## config.mk

```make
export PLATFORM = sky130hd
export DESIGN_NAME = ext_bus_arb
export DESIGN_NICKNAME = d
export VERILOG_FILES = /design/src/ext_bus_arb_pkg.sv /design/src/ext_bus_arb.sv
export VERILOG_INCLUDE_DIRS = /design/src
export SDC_FILE = /design/constraint.sdc
export NUM_CORES = 1
export LEC_CHECK = 0
export BUFFER_PORTS_ARGS = -buffer_cell sky130_fd_sc_hd__clkbuf_2
export CAP_MARGIN = 20
export CORE_UTILIZATION = 35
export DETAILED_ROUTE_END_ITERATION = 10
export GPL_ROUTABILITY_DRIVEN = 0
export GPL_TIMING_DRIVEN = 0
export HOLD_SLACK_MARGIN = 0.08
export SLEW_MARGIN = 15
export SYNTH_ARGS = -nofsm -noshare
export SYNTH_HDL_FRONTEND = slang
export SYNTH_SLANG_ARGS = --single-unit
```

## constraint.sdc

```tcl
create_clock -name pclk -period 5.63 [get_ports pclk]
set_input_delay 0.563 -clock pclk [delete_from_list [all_inputs] [get_ports pclk]]
set_output_delay 0.563 -clock pclk [all_outputs]
set_load 0.005 [all_outputs]
```

## src/ext_bus_arb_cfg.svh

```systemverilog
// offsets, field positions, reset values and fixed codes of the arbiter
// assumes: included by bare name wherever these constants are needed
`ifndef EXT_BUS_ARB_CFG_SVH
`define EXT_BUS_ARB_CFG_SVH

// register byte offsets on the apb bus
`define OFS_BUS_CTRL_HIGH 12'h000
`define OFS_BUS_CTRL_LOW 12'h004
`define OFS_MODULE_STOP 12'h008
`define OFS_MODE 12'h00C
`define OFS_STATUS 12'h010

// bus_control_high_register fields
`define BIT_AREA_CHANGE_IDLE 1
`define BIT_WRITE_AFTER_READ_IDLE 0
// bus_control_low_register field
`define BIT_BUS_RELEASE_ENABLE 0
// mode register fields
`define BIT_EXPANSION_MODE 0
`define BIT_ADVANCED_MODE 1
// status register fields
`define BIT_ST_RELEASED 0
`define BIT_ST_OWNER_LO 1
`define BIT_ST_RELEASE_HALTED 3
`define BIT_ST_MANUAL_RESET 4

// reset values
`define RST_BUS_CTRL_HIGH 2'h3
`define RST_BUS_RELEASE_ENABLE 1'h0
`define RST_MODULE_STOP 16'h3FFF
`define RST_MODE 2'h3

// module stop values that halt bus release in sleep
`define STOP_ALL_A 16'hFFFF
`define STOP_ALL_B 16'hEFFF

`endif

```

## src/ext_bus_arb_pkg.sv

```systemverilog
// types shared by the external bus arbiter and its surroundings
// assumes: no other package; constants live in ext_bus_arb_cfg.svh
package ext_bus_arb_pkg;

  // bus cycle engine phases
  typedef enum logic [2:0] {
    PH_IDLE,
    PH_GAP,
    PH_T1,
    PH_T2,
    PH_RELEASED
  } phase_e;

  // current internal bus owner
  typedef enum logic [1:0] {
    OWN_NONE,
    OWN_CPU,
    OWN_XFER
  } owner_e;

  // access request of one internal master
  typedef struct packed {
    logic req; // access wanted, held until done
    logic ext; // external space access
    logic wr; // write when high
    logic word; // word size when high
    logic hold; // more parts follow, bus must not move
    logic [1:0] area; // external area number
    logic [23:0] addr; // byte address
    logic [15:0] wdata; // write data
  } mreq_s;

  // external bus pins, drive values and enables (enable active low)
  typedef struct packed {
    logic [23:0] addr;
    logic addr_oe_n;
    logic [15:0] data;
    logic data_oe_n;
    logic [3:0] cs_n;
    logic address_strobe_n;
    logic rd_n;
    logic upper_write_strobe_n;
    logic lower_write_strobe_n;
    logic ctl_oe_n; // enable of cs, strobes
  } pins_s;

endpackage

```

## src/ext_bus_arb.sv

```systemverilog
// external bus controller arbitration: idle cycles, bus release, master priority
// assumes: one clock pclk, apb register access, masters on pclk, pins synchronised here
//
// Contract
// - idle cycle is exactly one state
// - area change between reads inserts idle
// - area change idle only in advanced mode
// - write after read inserts idle
// - idle insertion enabled after reset
// - release needs expansion mode and enable bit
// - request low grants and floats bus
// - external access waits while bus released
// - request high ends release, grant high
// - release request beats external access
// - all-stopped values in sleep halt release
// - highest requester acknowledged, keeps until withdrawn
// - transfer controller beats the cpu
// - internal access runs during release
// - cpu yields only between bus cycles
// - sleeping cpu yields at once
// - activation raises transfer controller request
// - transfer controller yields only after operations
// - release only after current external cycle
// - power-on reset aborts cycle at once
// - manual reset keeps state, completes cycle
`include "ext_bus_arb_cfg.svh"

module ext_bus_arb (
  // clock and power-on reset
  input wire logic pclk,
  input wire logic presetn,
  // apb slave
  input wire logic psel,
  input wire logic penable,
  input wire logic pwrite,
  input wire logic [11:0] paddr,
  input wire logic [31:0] pwdata,
  output logic [31:0] prdata,
  output logic pready,
  output logic pslverr,
  // internal masters
  input wire ext_bus_arb_pkg::mreq_s cpu_req,
  input wire ext_bus_arb_pkg::mreq_s xfer_req,
  input wire logic cpu_sleep,
  output logic cpu_ack,
  output logic xfer_ack,
  output logic cpu_done,
  output logic xfer_done,
  output logic [15:0] rdata,
  // external pins
  input wire logic manual_reset_n,
  input wire logic release_request_pin_n,
  input wire logic [15:0] data_in,
  output logic release_grant_n,
  output ext_bus_arb_pkg::pins_s bus_pins
);

  // whole state of the block
  typedef struct packed {
    ext_bus_arb_pkg::phase_e phase; // cycle engine
    ext_bus_arb_pkg::owner_e owner; // acknowledged master
    logic cpu_ack;
    logic xfer_ack;
    logic cpu_done; // one-cycle completion pulses
    logic xfer_done;
    ext_bus_arb_pkg::mreq_s cur; // request being served
    logic last_rd; // previous external cycle was a read
    logic [1:0] last_area; // its area
    logic [15:0] rdata;
    ext_bus_arb_pkg::pins_s pins;
    logic grant_n;
    logic area_change_idle_select;
    logic write_after_read_idle_select;
    logic bus_release_enable;
    logic [15:0] module_stop_control;
    logic expansion_mode;
    logic advanced_mode;
    logic pready;
    logic pslverr;
    logic [31:0] prdata;
    logic rr_s1; // release request synchroniser
    logic rr_s2;
    logic mr_s1; // manual reset synchroniser
    logic mr_s2;
    logic [15:0] din_s1; // read data synchroniser
    logic [15:0] din_s2;
  } state_s;

  state_s q; // registered state
  state_s d; // next state

  // address decode, shared by error response and write path
  function automatic logic mapped(input logic [11:0] a);
    mapped = (a == `OFS_BUS_CTRL_HIGH) || (a == `OFS_BUS_CTRL_LOW) ||
             (a == `OFS_MODULE_STOP) || (a == `OFS_MODE) || (a == `OFS_STATUS);
  endfunction

  // quiet bus: strobes high, data floated, address kept
  function automatic ext_bus_arb_pkg::pins_s quiet(input ext_bus_arb_pkg::pins_s p);
    ext_bus_arb_pkg::pins_s r;
    r = p;
    r.addr_oe_n = 1'b0;
    r.data_oe_n = 1'b1;
    r.cs_n = 4'hF;
    r.address_strobe_n = 1'b1;
    r.rd_n = 1'b1;
    r.upper_write_strobe_n = 1'b1;
    r.lower_write_strobe_n = 1'b1;
    r.ctl_oe_n = 1'b0;
    quiet = r;
  endfunction

  // helper terms
  logic release_halted; // module stop plus sleep kills release
  logic release_ok; // release allowed at all
  logic engine_free; // no external cycle and no pending done
  logic take; // take owner's request this edge
  logic need_idle; // next external cycle starts with idle
  ext_bus_arb_pkg::mreq_s sel; // owner's request
  logic [31:0] rd_val; // apb read value

  // next-state logic
  always_comb begin
    d = q;
    d.cpu_done = 1'b0;
    d.xfer_done = 1'b0;
    rd_val = 32'h0000_0000;

    // pins pass two flip-flops; first stage feeds only the second
    d.rr_s1 = release_request_pin_n;
    d.rr_s2 = q.rr_s1;
    d.mr_s1 = manual_reset_n;
    d.mr_s2 = q.mr_s1;
    d.din_s1 = data_in;
    d.din_s2 = q.din_s1;

    release_halted = cpu_sleep && ((q.module_stop_control == `STOP_ALL_A) ||
                     (q.module_stop_control == `STOP_ALL_B));
    release_ok = q.expansion_mode && q.bus_release_enable && !release_halted;
    engine_free = ((q.phase == ext_bus_arb_pkg::PH_IDLE) ||
                   (q.phase == ext_bus_arb_pkg::PH_RELEASED)) &&
                  !q.cpu_done && !q.xfer_done;

    // arbitration only between bus cycles
    if (engine_free) begin
      case (q.owner)
        ext_bus_arb_pkg::OWN_NONE: begin
          if (xfer_req.req) begin
            d.owner = ext_bus_arb_pkg::OWN_XFER;
          end else if (cpu_req.req) begin
            d.owner = ext_bus_arb_pkg::OWN_CPU;
          end
        end
        ext_bus_arb_pkg::OWN_CPU: begin
          // a longword keeps hold high between its parts
          if (xfer_req.req && (!cpu_req.hold || cpu_sleep)) begin
            d.owner = ext_bus_arb_pkg::OWN_XFER;
          end else if (!cpu_req.req) begin
            d.owner = ext_bus_arb_pkg::OWN_NONE;
          end
        end
        ext_bus_arb_pkg::OWN_XFER: begin
          // hold covers register reads, a transfer and write-back
          if (!xfer_req.hold && !xfer_req.req) begin
            d.owner = cpu_req.req ? ext_bus_arb_pkg::OWN_CPU
                                  : ext_bus_arb_pkg::OWN_NONE;
          end
        end
        default: begin
          d.owner = ext_bus_arb_pkg::OWN_NONE;
        end
      endcase
    end
    d.cpu_ack = (d.owner == ext_bus_arb_pkg::OWN_CPU);
    d.xfer_ack = (d.owner == ext_bus_arb_pkg::OWN_XFER);

    // owner's request; ignored while ownership is moving
    sel = (q.owner == ext_bus_arb_pkg::OWN_XFER) ? xfer_req : cpu_req;
    take = engine_free && (q.owner != ext_bus_arb_pkg::OWN_NONE) && sel.req &&
           (d.owner == q.owner) && q.mr_s2; // no new cycle in manual reset

    // idle decision from the previous external cycle
    need_idle = q.last_rd &&
                ((!sel.wr && q.area_change_idle_select && q.advanced_mode &&
                  (sel.area != q.last_area)) ||
                 (sel.wr && q.write_after_read_idle_select));

    // cycle engine
    case (q.phase)
      ext_bus_arb_pkg::PH_IDLE: begin
        if (!q.rr_s2 && release_ok) begin
          // checked before any new external cycle; engine is between cycles
          d.phase = ext_bus_arb_pkg::PH_RELEASED;
          d.grant_n = 1'b0;
          d.pins.addr_oe_n = 1'b1;
          d.pins.data_oe_n = 1'b1;
          d.pins.ctl_oe_n = 1'b1;
          d.last_rd = 1'b0;
        end else if (take && !sel.ext) begin
          // internal access finishes in one state
          d.cpu_done = (q.owner == ext_bus_arb_pkg::OWN_CPU);
          d.xfer_done = (q.owner == ext_bus_arb_pkg::OWN_XFER);
        end else if (take) begin
          d.cur = sel;
          d.pins = quiet(q.pins);
          d.pins.addr = sel.addr;
          if (need_idle) begin
            d.phase = ext_bus_arb_pkg::PH_GAP;
          end else begin
            d.phase = ext_bus_arb_pkg::PH_T1;
            d.pins.cs_n[sel.area] = 1'b0;
            d.pins.address_strobe_n = 1'b0;
            d.pins.rd_n = sel.wr;
            d.pins.data = sel.wdata;
            d.pins.data_oe_n = !sel.wr;
          end
        end
      end
      ext_bus_arb_pkg::PH_GAP: begin
        // single idle state, then the real cycle
        d.phase = ext_bus_arb_pkg::PH_T1;
        d.pins.cs_n[q.cur.area] = 1'b0;
        d.pins.address_strobe_n = 1'b0;
        d.pins.rd_n = q.cur.wr;
        d.pins.data = q.cur.wdata;
        d.pins.data_oe_n = !q.cur.wr;
      end
      ext_bus_arb_pkg::PH_T1: begin
        // manual reset does not cut the cycle short
        d.phase = ext_bus_arb_pkg::PH_T2;
        d.pins.address_strobe_n = 1'b1;
        d.pins.upper_write_strobe_n = !(q.cur.wr && (q.cur.word || !q.cur.addr[0]));
        d.pins.lower_write_strobe_n = !(q.cur.wr && (q.cur.word || q.cur.addr[0]));
      end
      ext_bus_arb_pkg::PH_T2: begin
        // cycle ends; read data taken, strobes return high
        d.phase = ext_bus_arb_pkg::PH_IDLE;
        d.pins = quiet(q.pins);
        d.last_rd = !q.cur.wr;
        d.last_area = q.cur.area;
        if (!q.cur.wr) begin
          d.rdata = q.din_s2;
        end
        d.cpu_done = (q.owner == ext_bus_arb_pkg::OWN_CPU);
        d.xfer_done = (q.owner == ext_bus_arb_pkg::OWN_XFER);
      end
      ext_bus_arb_pkg::PH_RELEASED: begin
        if (q.rr_s2) begin
          d.phase = ext_bus_arb_pkg::PH_IDLE;
          d.grant_n = 1'b1;
          d.pins = quiet(q.pins);
        end else if (take && !sel.ext) begin
          // internal bus stays usable; external requests just wait
          d.cpu_done = (q.owner == ext_bus_arb_pkg::OWN_CPU);
          d.xfer_done = (q.owner == ext_bus_arb_pkg::OWN_XFER);
        end
      end
      default: begin
        d.phase = ext_bus_arb_pkg::PH_IDLE;
      end
    endcase

    // apb read mux
    case (paddr)
      `OFS_BUS_CTRL_HIGH: begin
        rd_val[`BIT_AREA_CHANGE_IDLE] = q.area_change_idle_select;
        rd_val[`BIT_WRITE_AFTER_READ_IDLE] = q.write_after_read_idle_select;
      end
      `OFS_BUS_CTRL_LOW: begin
        rd_val[`BIT_BUS_RELEASE_ENABLE] = q.bus_release_enable;
      end
      `OFS_MODULE_STOP: begin
        rd_val[15:0] = q.module_stop_control;
      end
      `OFS_MODE: begin
        rd_val[`BIT_EXPANSION_MODE] = q.expansion_mode;
        rd_val[`BIT_ADVANCED_MODE] = q.advanced_mode;
      end
      `OFS_STATUS: begin
        rd_val[`BIT_ST_RELEASED] = (q.phase == ext_bus_arb_pkg::PH_RELEASED);
        rd_val[`BIT_ST_OWNER_LO +: 2] = q.owner;
        rd_val[`BIT_ST_RELEASE_HALTED] = release_halted;
        rd_val[`BIT_ST_MANUAL_RESET] = !q.mr_s2;
      end
      default: begin
        rd_val = 32'h0000_0000;
      end
    endcase

    // apb: answer prepared in setup, access phase lasts one cycle
    d.pready = psel && !penable;
    d.pslverr = psel && !penable && !mapped(paddr);
    d.prdata = (psel && !penable && !pwrite) ? rd_val : 32'h0000_0000;

    // apb write takes effect at the completing edge only
    if (psel && penable && q.pready && pwrite && mapped(paddr)) begin
      case (paddr)
        `OFS_BUS_CTRL_HIGH: begin
          d.area_change_idle_select = pwdata[`BIT_AREA_CHANGE_IDLE];
          d.write_after_read_idle_select = pwdata[`BIT_WRITE_AFTER_READ_IDLE];
        end
        `OFS_BUS_CTRL_LOW: begin
          d.bus_release_enable = pwdata[`BIT_BUS_RELEASE_ENABLE];
        end
        `OFS_MODULE_STOP: begin
          d.module_stop_control = pwdata[15:0];
        end
        `OFS_MODE: begin
          d.expansion_mode = pwdata[`BIT_EXPANSION_MODE];
          d.advanced_mode = pwdata[`BIT_ADVANCED_MODE];
        end
        default: begin
          // status is read only
        end
      endcase
    end
  end

  // state register; power-on reset drops any cycle at once
  always_ff @(posedge pclk or negedge presetn) begin
    if (!presetn) begin
      q <= '0;
      q.phase <= ext_bus_arb_pkg::PH_IDLE;
      q.owner <= ext_bus_arb_pkg::OWN_NONE;
      q.pins.addr_oe_n <= 1'b0;
      q.pins.data_oe_n <= 1'b1;
      q.pins.cs_n <= 4'hF;
      q.pins.address_strobe_n <= 1'b1;
      q.pins.rd_n <= 1'b1;
      q.pins.upper_write_strobe_n <= 1'b1;
      q.pins.lower_write_strobe_n <= 1'b1;
      q.grant_n <= 1'b1;
      q.area_change_idle_select <= 1'(`RST_BUS_CTRL_HIGH >> `BIT_AREA_CHANGE_IDLE);
      q.write_after_read_idle_select <= 1'(`RST_BUS_CTRL_HIGH >> `BIT_WRITE_AFTER_READ_IDLE);
      q.bus_release_enable <= `RST_BUS_RELEASE_ENABLE;
      q.module_stop_control <= `RST_MODULE_STOP;
      q.expansion_mode <= 1'(`RST_MODE >> `BIT_EXPANSION_MODE);
      q.advanced_mode <= 1'(`RST_MODE >> `BIT_ADVANCED_MODE);
      q.rr_s1 <= 1'b1;
      q.rr_s2 <= 1'b1;
      q.mr_s1 <= 1'b1;
      q.mr_s2 <= 1'b1;
    end else begin
      q <= d;
    end
  end

  // outputs straight from the state register
  assign prdata = q.prdata;
  assign pready = q.pready;
  assign pslverr = q.pslverr;
  assign cpu_ack = q.cpu_ack;
  assign xfer_ack = q.xfer_ack;
  assign cpu_done = q.cpu_done;
  assign xfer_done = q.xfer_done;
  assign rdata = q.rdata;
  assign release_grant_n = q.grant_n;
  assign bus_pins = q.pins;

endmodule // ext_bus_arb

```

# Word level (Yosys, flattened, before mapping)
# Cells that the tools add are included.
# Widths: inputs -> output; s select.
# op_classes
magnitude_cmp	4
n_eq_ne	24
mux	49
bitwise	8
n_reduce_logical	84
# ops
operator	count
$mux 47	3
$mux 51	2
$pmux 21 s4	1
$pmux 25 s3	1
$mux 49	1
$eq 16x16->1 const B	2
$mux 16	2
$logic_and 1x1->1	29
$mux 28	1
$eq 12x4->1 const B	2
$mux 24	1
$mux 23	1
$mux 2	9
$logic_not 1->1	17
$reduce_and 5->1	3
$eq 12x3->1 const B	1
$eq 12x5->1 const B	1
$logic_not 12->1	1
$mux 3	4
$pmux 1 s4	3
$pmux 2 s3	2
$pmux 3 s4	1
$reduce_and 2->1	6
$reduce_and 4->1	3
other kinds (35)	72
# totals
output_inout_bits	106
input_bits	162
reg_bits	202

# Depth between registers and ports, before layout
# Gate-level depths: netlist of run 1.
# logic_depth
ltp_word	13
mapped_depth	9
ltp_nobuf	6

# Worst setup path before layout of run 1
# OpenSTA, ideal clock, no wires.
# synth_timing
kind	input to register
start	input paddr[7]
end	register q[86] (netlist name)
n_path_buf	1
setup_slack_ns	3.207
arrival_ns	2.298
stages	6
path_cell_list	nor4_1 > nand3_1 > or3_1 > nor2_2 > buf_2 > mux2_2
# synth_via
elab_chain_cells	7
# synth_rtl
item	line	text
start: declaration	ext_bus_arb.sv:36	input wire logic [11:0] paddr,
$eq 12x3->1 / $logic_not 12->1 (equally long branches)	-	
$logic_or 1x1->1 (4 in series)	ext_bus_arb.sv:94	mapped = (a == `OFS_BUS_CTRL_HIGH) || (a == `OFS_BUS_CTRL_LOW) ||
$logic_and 1x1->1	ext_bus_arb.sv:296	if (psel && penable && q.pready && pwrite && mapped(paddr)) begin
$reduce_and 2->1 (no line) *	-	
end: declaration	ext_bus_arb.sv:89	state_s q;
# Every way passes the cells marked *; elsewhere a longest branch is shown, timed or not.
# A chain may end at the register's enable or synchronous reset.

# Worst setup path after layout of run 1
# layout_timing
start	register q[81] (netlist name)
end	register q (netlist bit bus_pins[41])
# layout_via
elab_chain_cells	8
# layout_rtl
item	line	text
$eq 16x16->1 (no line)	-	
$logic_or 1x1->1 *	ext_bus_arb.sv:137	release_halted = cpu_sleep && ((q.module_stop_control == `STOP_ALL_A) ||
$logic_and 1x1->1 *	ext_bus_arb.sv:137	
$logic_not 1->1 *	ext_bus_arb.sv:139	release_ok = q.expansion_mode && q.bus_release_enable && !release_halted;
$logic_and 1x1->1 *	ext_bus_arb.sv:139	
$logic_and 1x1->1 *	ext_bus_arb.sv:191	if (!q.rr_s2 && release_ok) begin
$not 1->1 (no line) *	-	
$reduce_and 6->1 (no line) *	-	
# Marked as above.

==> results of run 1 <==
==> Yosys cell counts (3+ instances only) <==
library cell / count / area share
a211oi_1: 4 / 0.0037
a21oi_1: 41 / 0.025
a2bb2oi_1: 6 / 0.0065
a31oi_1: 6 / 0.0046
a32o_1: 16 / 0.020
and2_1: 14 / 0.011
buf_2: 10 / 0.0062
buf_4: 99 / 0.092
buf_6: 4 / 0.0056
clkbuf_1: 12 / 0.0056
dfrtp_1: 143 / 0.44
dfstp_2: 32 / 0.10
inv_1: 9 / 0.0042
mux2_1: 3 / 0.0042
mux2_2: 80 / 0.11
mux2_4: 8 / 0.015
mux2i_1: 28 / 0.035
nand2_1: 19 / 0.0088
nand2b_1: 4 / 0.0031
nand3_1: 7 / 0.0043
nand4_1: 5 / 0.0039
nor2_1: 48 / 0.022
nor2b_1: 6 / 0.0046
nor3_1: 8 / 0.0049
nor3b_1: 3 / 0.0028
o21ai_0: 9 / 0.0056
or3_1: 3 / 0.0023
==> logic make-up after synthesis <==
group | after synthesis | share of synthesized area
AOI/OAI and AO/OA | 104 | 0.0895
xor gates and xnor gates | 2 | 0.00216
buffers and inverters | 136 | 0.114
DFF | 175 | 0.545
muxes | 120 | 0.168
other | 1 | 0.000463
and+or+nand+nor | 129 | 0.0809
==> through the flow <==
| step | area, sq um | total power, mW | util | setup WS [ns] |
|---|---|---|---|---|
| after floorplan | 8160 | 3.05 | - | 3.21 |
| after global placement | 9690 | 3.64 | 0.428 | 0.669 |
| after detailed placement | 9720 | 3.66 | 0.430 | 2.52 |
| after CTS | 10300 | 4.91 | 0.457 | 2.55 |
| after global routing | 10300 | 5.17 | 0.457 | 2.27 |
| final | 10300 | 4.83 | 0.457 | 2.65 |
==> power groups by stage <==
stage,Sequential (mW),Clock [mW],Combinational [mW]
floorplan,1.75,0,1.30
global placement,1.80,0,1.84
detailed placement,1.81,0,1.86
CTS,1.79,1.25,1.86
global route,1.84,1.31,2.02
finish,1.79,1.21,1.83
==> state kept, by name, summed over array words and instances (netlist names) <==
register and flops:
prdata 16, xfer_done 1, release_grant_n 1, d 18, xfer_ack 1, cpu_ack 1
pslverr 1, rdata 16, pready 1, q 68, bus_pins 50, cpu_done 1
==> how the worst min path moves through the flow <==
| stage | startpoint | end | cells past startpoint |
|---|---|---|---|
| 2_1_floorplan | presetn | bus_pins[10]$_DFFE_PN0P_ | 0 |
| 3_3_place_gp | d[1]$_DFF_PN0_ | q[1]$_DFF_PN0_ | 0 |
| 3_5_place_dp | d[14]$_DFF_PN0_ | q[14]$_DFF_PN0_ | 0 |
| 4_1_cts | presetn | bus_pins[13]$_DFFE_PN0P_ | 1 |
| 5_1_grt | presetn | bus_pins[10]$_DFFE_PN0P_ | 1 |
| 6_report | presetn | bus_pins[13]$_DFFE_PN0P_ | 1 |
==> area by class of cell <==
| cell class | count | area [sq um] |
|---|---|---|
| flip-flops and latches | 175 | 4420 |
| multi-input cells | 371 | 2820 |
| plain buffers | 127 | 891 |
| repair buffers | 235 | 1210 |
| well taps | 285 | 357 |
| clock buffers | 17 | 425 |
| clock inverters | 15 | 189 |
| fillers | 2152 | 12300 |
| inverters | 9 | 33.8 |
==> layer usage <==
layer  global-route usage  part of all wire  up-vias
met2                0.252              0.46      203
met5                    0                 0        -
li1                     -                 -     2779
met1                0.224              0.46     2763
met4               0.0448             0.010        0
met3               0.0445             0.071       12
==> impl_metrics.yaml, run 1 <==
detailed_routing:
  via_per_inst: 4.67
  wl_mm: 18.4
  num_vias: 5757
  routedWlPerCell_um: 14.9
  drt-initial-drc-count: 190
  antenna_left: 0
  drtPass1Iterations: 4
  remaining_drc_errors: 0
worst_setup_path:
  crit_chain: "nand4_1, nor4_1, nor3_1, nor3_4, clkbuf_1, buf_2, a21oi_1"
  cp_num_cells: 7
  critPathCaptureType: "flop"
  cp.required_ns: 5.93
  r2r_cells: 7
  r2r-start: "q[81]$_DFFE_PN1P_"
  reg2reg_to: "bus_pins[41]$_DFFE_PN0P_"
  cpLargestDelayFamily: "simple AND/OR/NAND/NOR gates"
  cp_slowest_stage_delay_ns: 0.65
  path_buf_inv: 2
  crit_fanout: 10
  cp-startpoint: "q[81]$_DFFE_PN1P_"
  reg2reg_slack_ns: 2.65
  crit_end: "bus_pins[41]$_DFFE_PN0P_"
  cpMaxStageDelayCell: "nor4_1"
  path_class: "flop to flop"
  worstSetupStartpointType: "flop"
  cp.arrival_ns: 3.28
final_layout:
  final_layout_size_suffix_gt1_frac: 0.535
  area_growth_pct: 27.6
  fin_cells: 1234
  final_cell_mix: "233 x clkbuf_2, 143 x dfrtp_1, 99 x buf_4"
  nNetsFinal: 1098
  final_common_cell: "clkbuf_2"
  num_antenna_cells: 0
global_route:
  overflow: 0
  grt_pass1_vias: 5672
  grt_max_degree: 97
  grtUsageTotal: 0.163
  antenna_found_initial: 0
  grt_first_pass_wirelength_mm: 30.1
timing:
  hold_viol: 0
  fmax_mhz: 336
  setup_viol: 0
  finClkSkew_ns: 0.0159
  final_max_slew_viol_count: 0
  max_slew_margin: 0.387
  period_needed_ns: 2.98
  worst_hold_slack_ns: 0.165
  worst_pin_slew_ns: 0.920
  setup_tns_ns: 0
  finalCritPeriodShare: 0.529
  grt_setup_unrepaired: "false"
power:
  p_leak_nw: 5.15
  internal_power_mw: 3.27
  seq_power_share: 0.370
  peakVddDrop_mv: 0.247
  p_clk_frac: 0.251
  power_density_nw_per_um2: 467
  netSwitchingFraction: 0.324
  p_sw_mw: 1.57
  pwr-share-comb: 0.380
placed_design:
  placed_cells: 1202
  hpwlAfterDp_mm: 13.7
  portBuffers: 234
clocking:
  root_buffer: "clkbuf_16"
  cts_max_path_buffers: 2
  cts_hold_buffers: 0
  cts_resized: 0
  h-tree-depth: 4
  cts_setup_buffers: 0
  clk_latency_ns: 0.43
  cts_tree: "done"
  cts_made_buffers: 17
  clkSinkCount: 175
  clk_pin_slew_ns: 0.08
floorplan:
  rows: 55
  coreArea_sq_um: 22600
  start_util: 0.358
  die-area_sq_um: 23800
  die_w_um: 154
  fp.dieH_um: 154
  ios: 268
logic_synthesis:
  syn-instance-count: 667
  synth_flop_cell: "dfrtp_1"
  ys_types: 56
  synth_edf_count: 0
  syn_area_sq_um: 8100
  yosysSeqAreaShare: 0.545
  ys_warn_count: 0
  avgSynthCellArea_sq_um: 12.1
  async_flop_share: 1.00
  ys_seq_elements: 175
run_status:
  outcome: "finished, final reports clean"
run:
  timing.max_cap.violations: 0
hold_path:
  hold_class: "primary input to async pin"
Note: power is estimated with default switching activity, not from simulation.
==> run 2: changes to the inputs <==
Clock period 5.63 ns to 2.5 ns, I/O delays scaled along.
==> impl_metrics.yaml, run 2 (same netlist as run 1, synthesis figures left out) <==
floorplan:
  die-area_sq_um: 23800
  rows: 55
  fp.dieH_um: 154
  ios: 268
  coreArea_sq_um: 22600
  die_w_um: 154
  start_util: 0.358
power:
  fin_total_pwr_mw: 11.2
  p_leak_nw: 5.43
  power_density_nw_per_um2: 1020
  peakVddDrop_mv: 0.572
hold_path:
  hold_class: "primary input to flop"
worst_setup_path:
  crit_path_frequent_cell: "buf_6"
  cpLargestDelayFamily: "compound AO/OA/AOI/OAI gates"
  path_buf_inv: 3
  cp_slowest_stage_delay_ns: 0.40
  critPathCaptureType: "flop"
  cp.arrival_ns: 2.73
  worstSetupStartpointType: "flop"
  cp.required_ns: 2.81
  crit_chain: "nor2b_4, buf_8, mux2i_4, xor2_1, a211o_1, buf_6, buf_6, a32o_1, mux2_4"
  crit_fanout: 10
  path_class: "flop to flop"
  cpMaxStageDelayCell: "dfrtp_2"
final_layout:
  num_antenna_cells: 0
  largest-register: "q"
  nNetsFinal: 1149
  final_common_cell: "clkbuf_2"
  area_growth_pct: 35.0
  final_layout_size_suffix_gt1_frac: 0.544
  final_cell_mix: "240 x clkbuf_2, 141 x dfrtp_1, 118 x buf_4"
  fin_cells: 1285
  largest_reg_flops: 68
global_route:
  overflow: 0
  grt_first_pass_wirelength_mm: 30.8
  grt_max_degree: 97
  grtUsageTotal: 0.166
  grt_pass1_vias: 5862
  antenna_found_initial: 0
detailed_routing:
  antenna_left: 0
  routedWlPerCell_um: 14.9
  remaining_drc_errors: 0
  wl_mm: 19.2
  drtPass1Iterations: 4
  num_vias: 5954
  via_per_inst: 4.63
  drt-initial-drc-count: 183
timing:
  setup_viol: 0
  period_needed_ns: 2.42
  max_slew_margin: 0.547
  worst_hold_slack_ns: 0.105
  worst_pin_slew_ns: 0.679
  setup_tns_ns: 0
  fmax_mhz: 413
  finClkSkew_ns: 0.0169
  finalCritPeriodShare: 0.969
  hold_viol: 0
  finalWorstSetupSlack_ns: 0.0772
  final_max_slew_viol_count: 0
clocking:
  clk_pin_slew_ns: 0.07
  cts_tree: "done"
  clkSinkCount: 175
  clk_latency_ns: 0.43
  cts_max_path_buffers: 2
  root_buffer: "clkbuf_16"
  cts_made_buffers: 17
  h-tree-depth: 4
run:
  timing.max_cap.violations: 0
placed_design:
  hpwlAfterDp_mm: 13.7
  placed_cells: 1202
  portBuffers: 234
  pre_cts_slack_ns: -0.568
run_status:
  outcome: "finished, final reports clean"
-- run 2: cell count changes in the layout (fill, tap and decap cells not counted), sizes merged --
cell / previous run / this run
dlygate4sd3: 0 / 34
buf: 116 / 130
clkbuf: 263 / 266
-- run 2: worst paths after layout --
path	start	endpoint	slack, ns	cells past startpoint
max	q[214]$_DFF_PN0_	bus_pins[18]$_DFFE_PN0P_	0.08	9
min	pwdata[1]	q[70]$_DFFE_PN1P_	0.11	2
max reg2reg	q[214]$_DFF_PN0_	bus_pins[18]$_DFFE_PN0P_	0.08	9
min reg2reg	d[12]$_DFF_PN0_	q[12]$_DFF_PN0_	0.35	0
max in group asynchronous	presetn	q[83]$_DFFE_PN1P_	1.15	3
min in group asynchronous	presetn	bus_pins[13]$_DFFE_PN0P_	0.42	2
-- run 2: final cells by class --
type                       instances  area (sq um)
clock buffer                      17           425
sequential                       175          4420
buffer                           127           927
tap                              285           357
fill                            2100         11700
clock inverter                    15           189
multi-input combinational        371          2900
inverter                           9          33.8
timing repair buffer             286          1690
-- run 2: what timing repair did --
action                                  CTS  global route
gates resized for setup                  15            27
hold buffers                             34             0
gates cloned                              0             1
endpoints found under the setup margin   80            76
pin swaps                                 2             6
endpoints found under the hold margin    88             0
buffers inserted                          3            13
-- run 2: power by group --
part / leakage, nW / switching, mW / total (mW) / internal (mW)
Clock: 0.298 / 1.28 / 2.73 / 1.45
Combinational: 3.01 / 1.93 / 4.46 / 2.53
Sequential: 2.12 / 0.424 / 4.02 / 3.60
Total: 5.43 / 3.63 / 11.2 / 7.57
-- run 2: per-stage QoR --
stage | util | cell area, sq um
after CTS | 0.476 | 10800
after floorplan | - | 8160
after global placement | 0.428 | 9690
after detailed placement | 0.430 | 9720
final | 0.483 | 10900
after global routing | 0.483 | 10900
-- run 2: metal layers --
metal | track usage | share of wire
met1 | 0.226 | 0.46
met2 | 0.261 | 0.46
met3 | 0.0440 | 0.073
met4 | 0.0467 | 0.011
met5 | 0 | 0
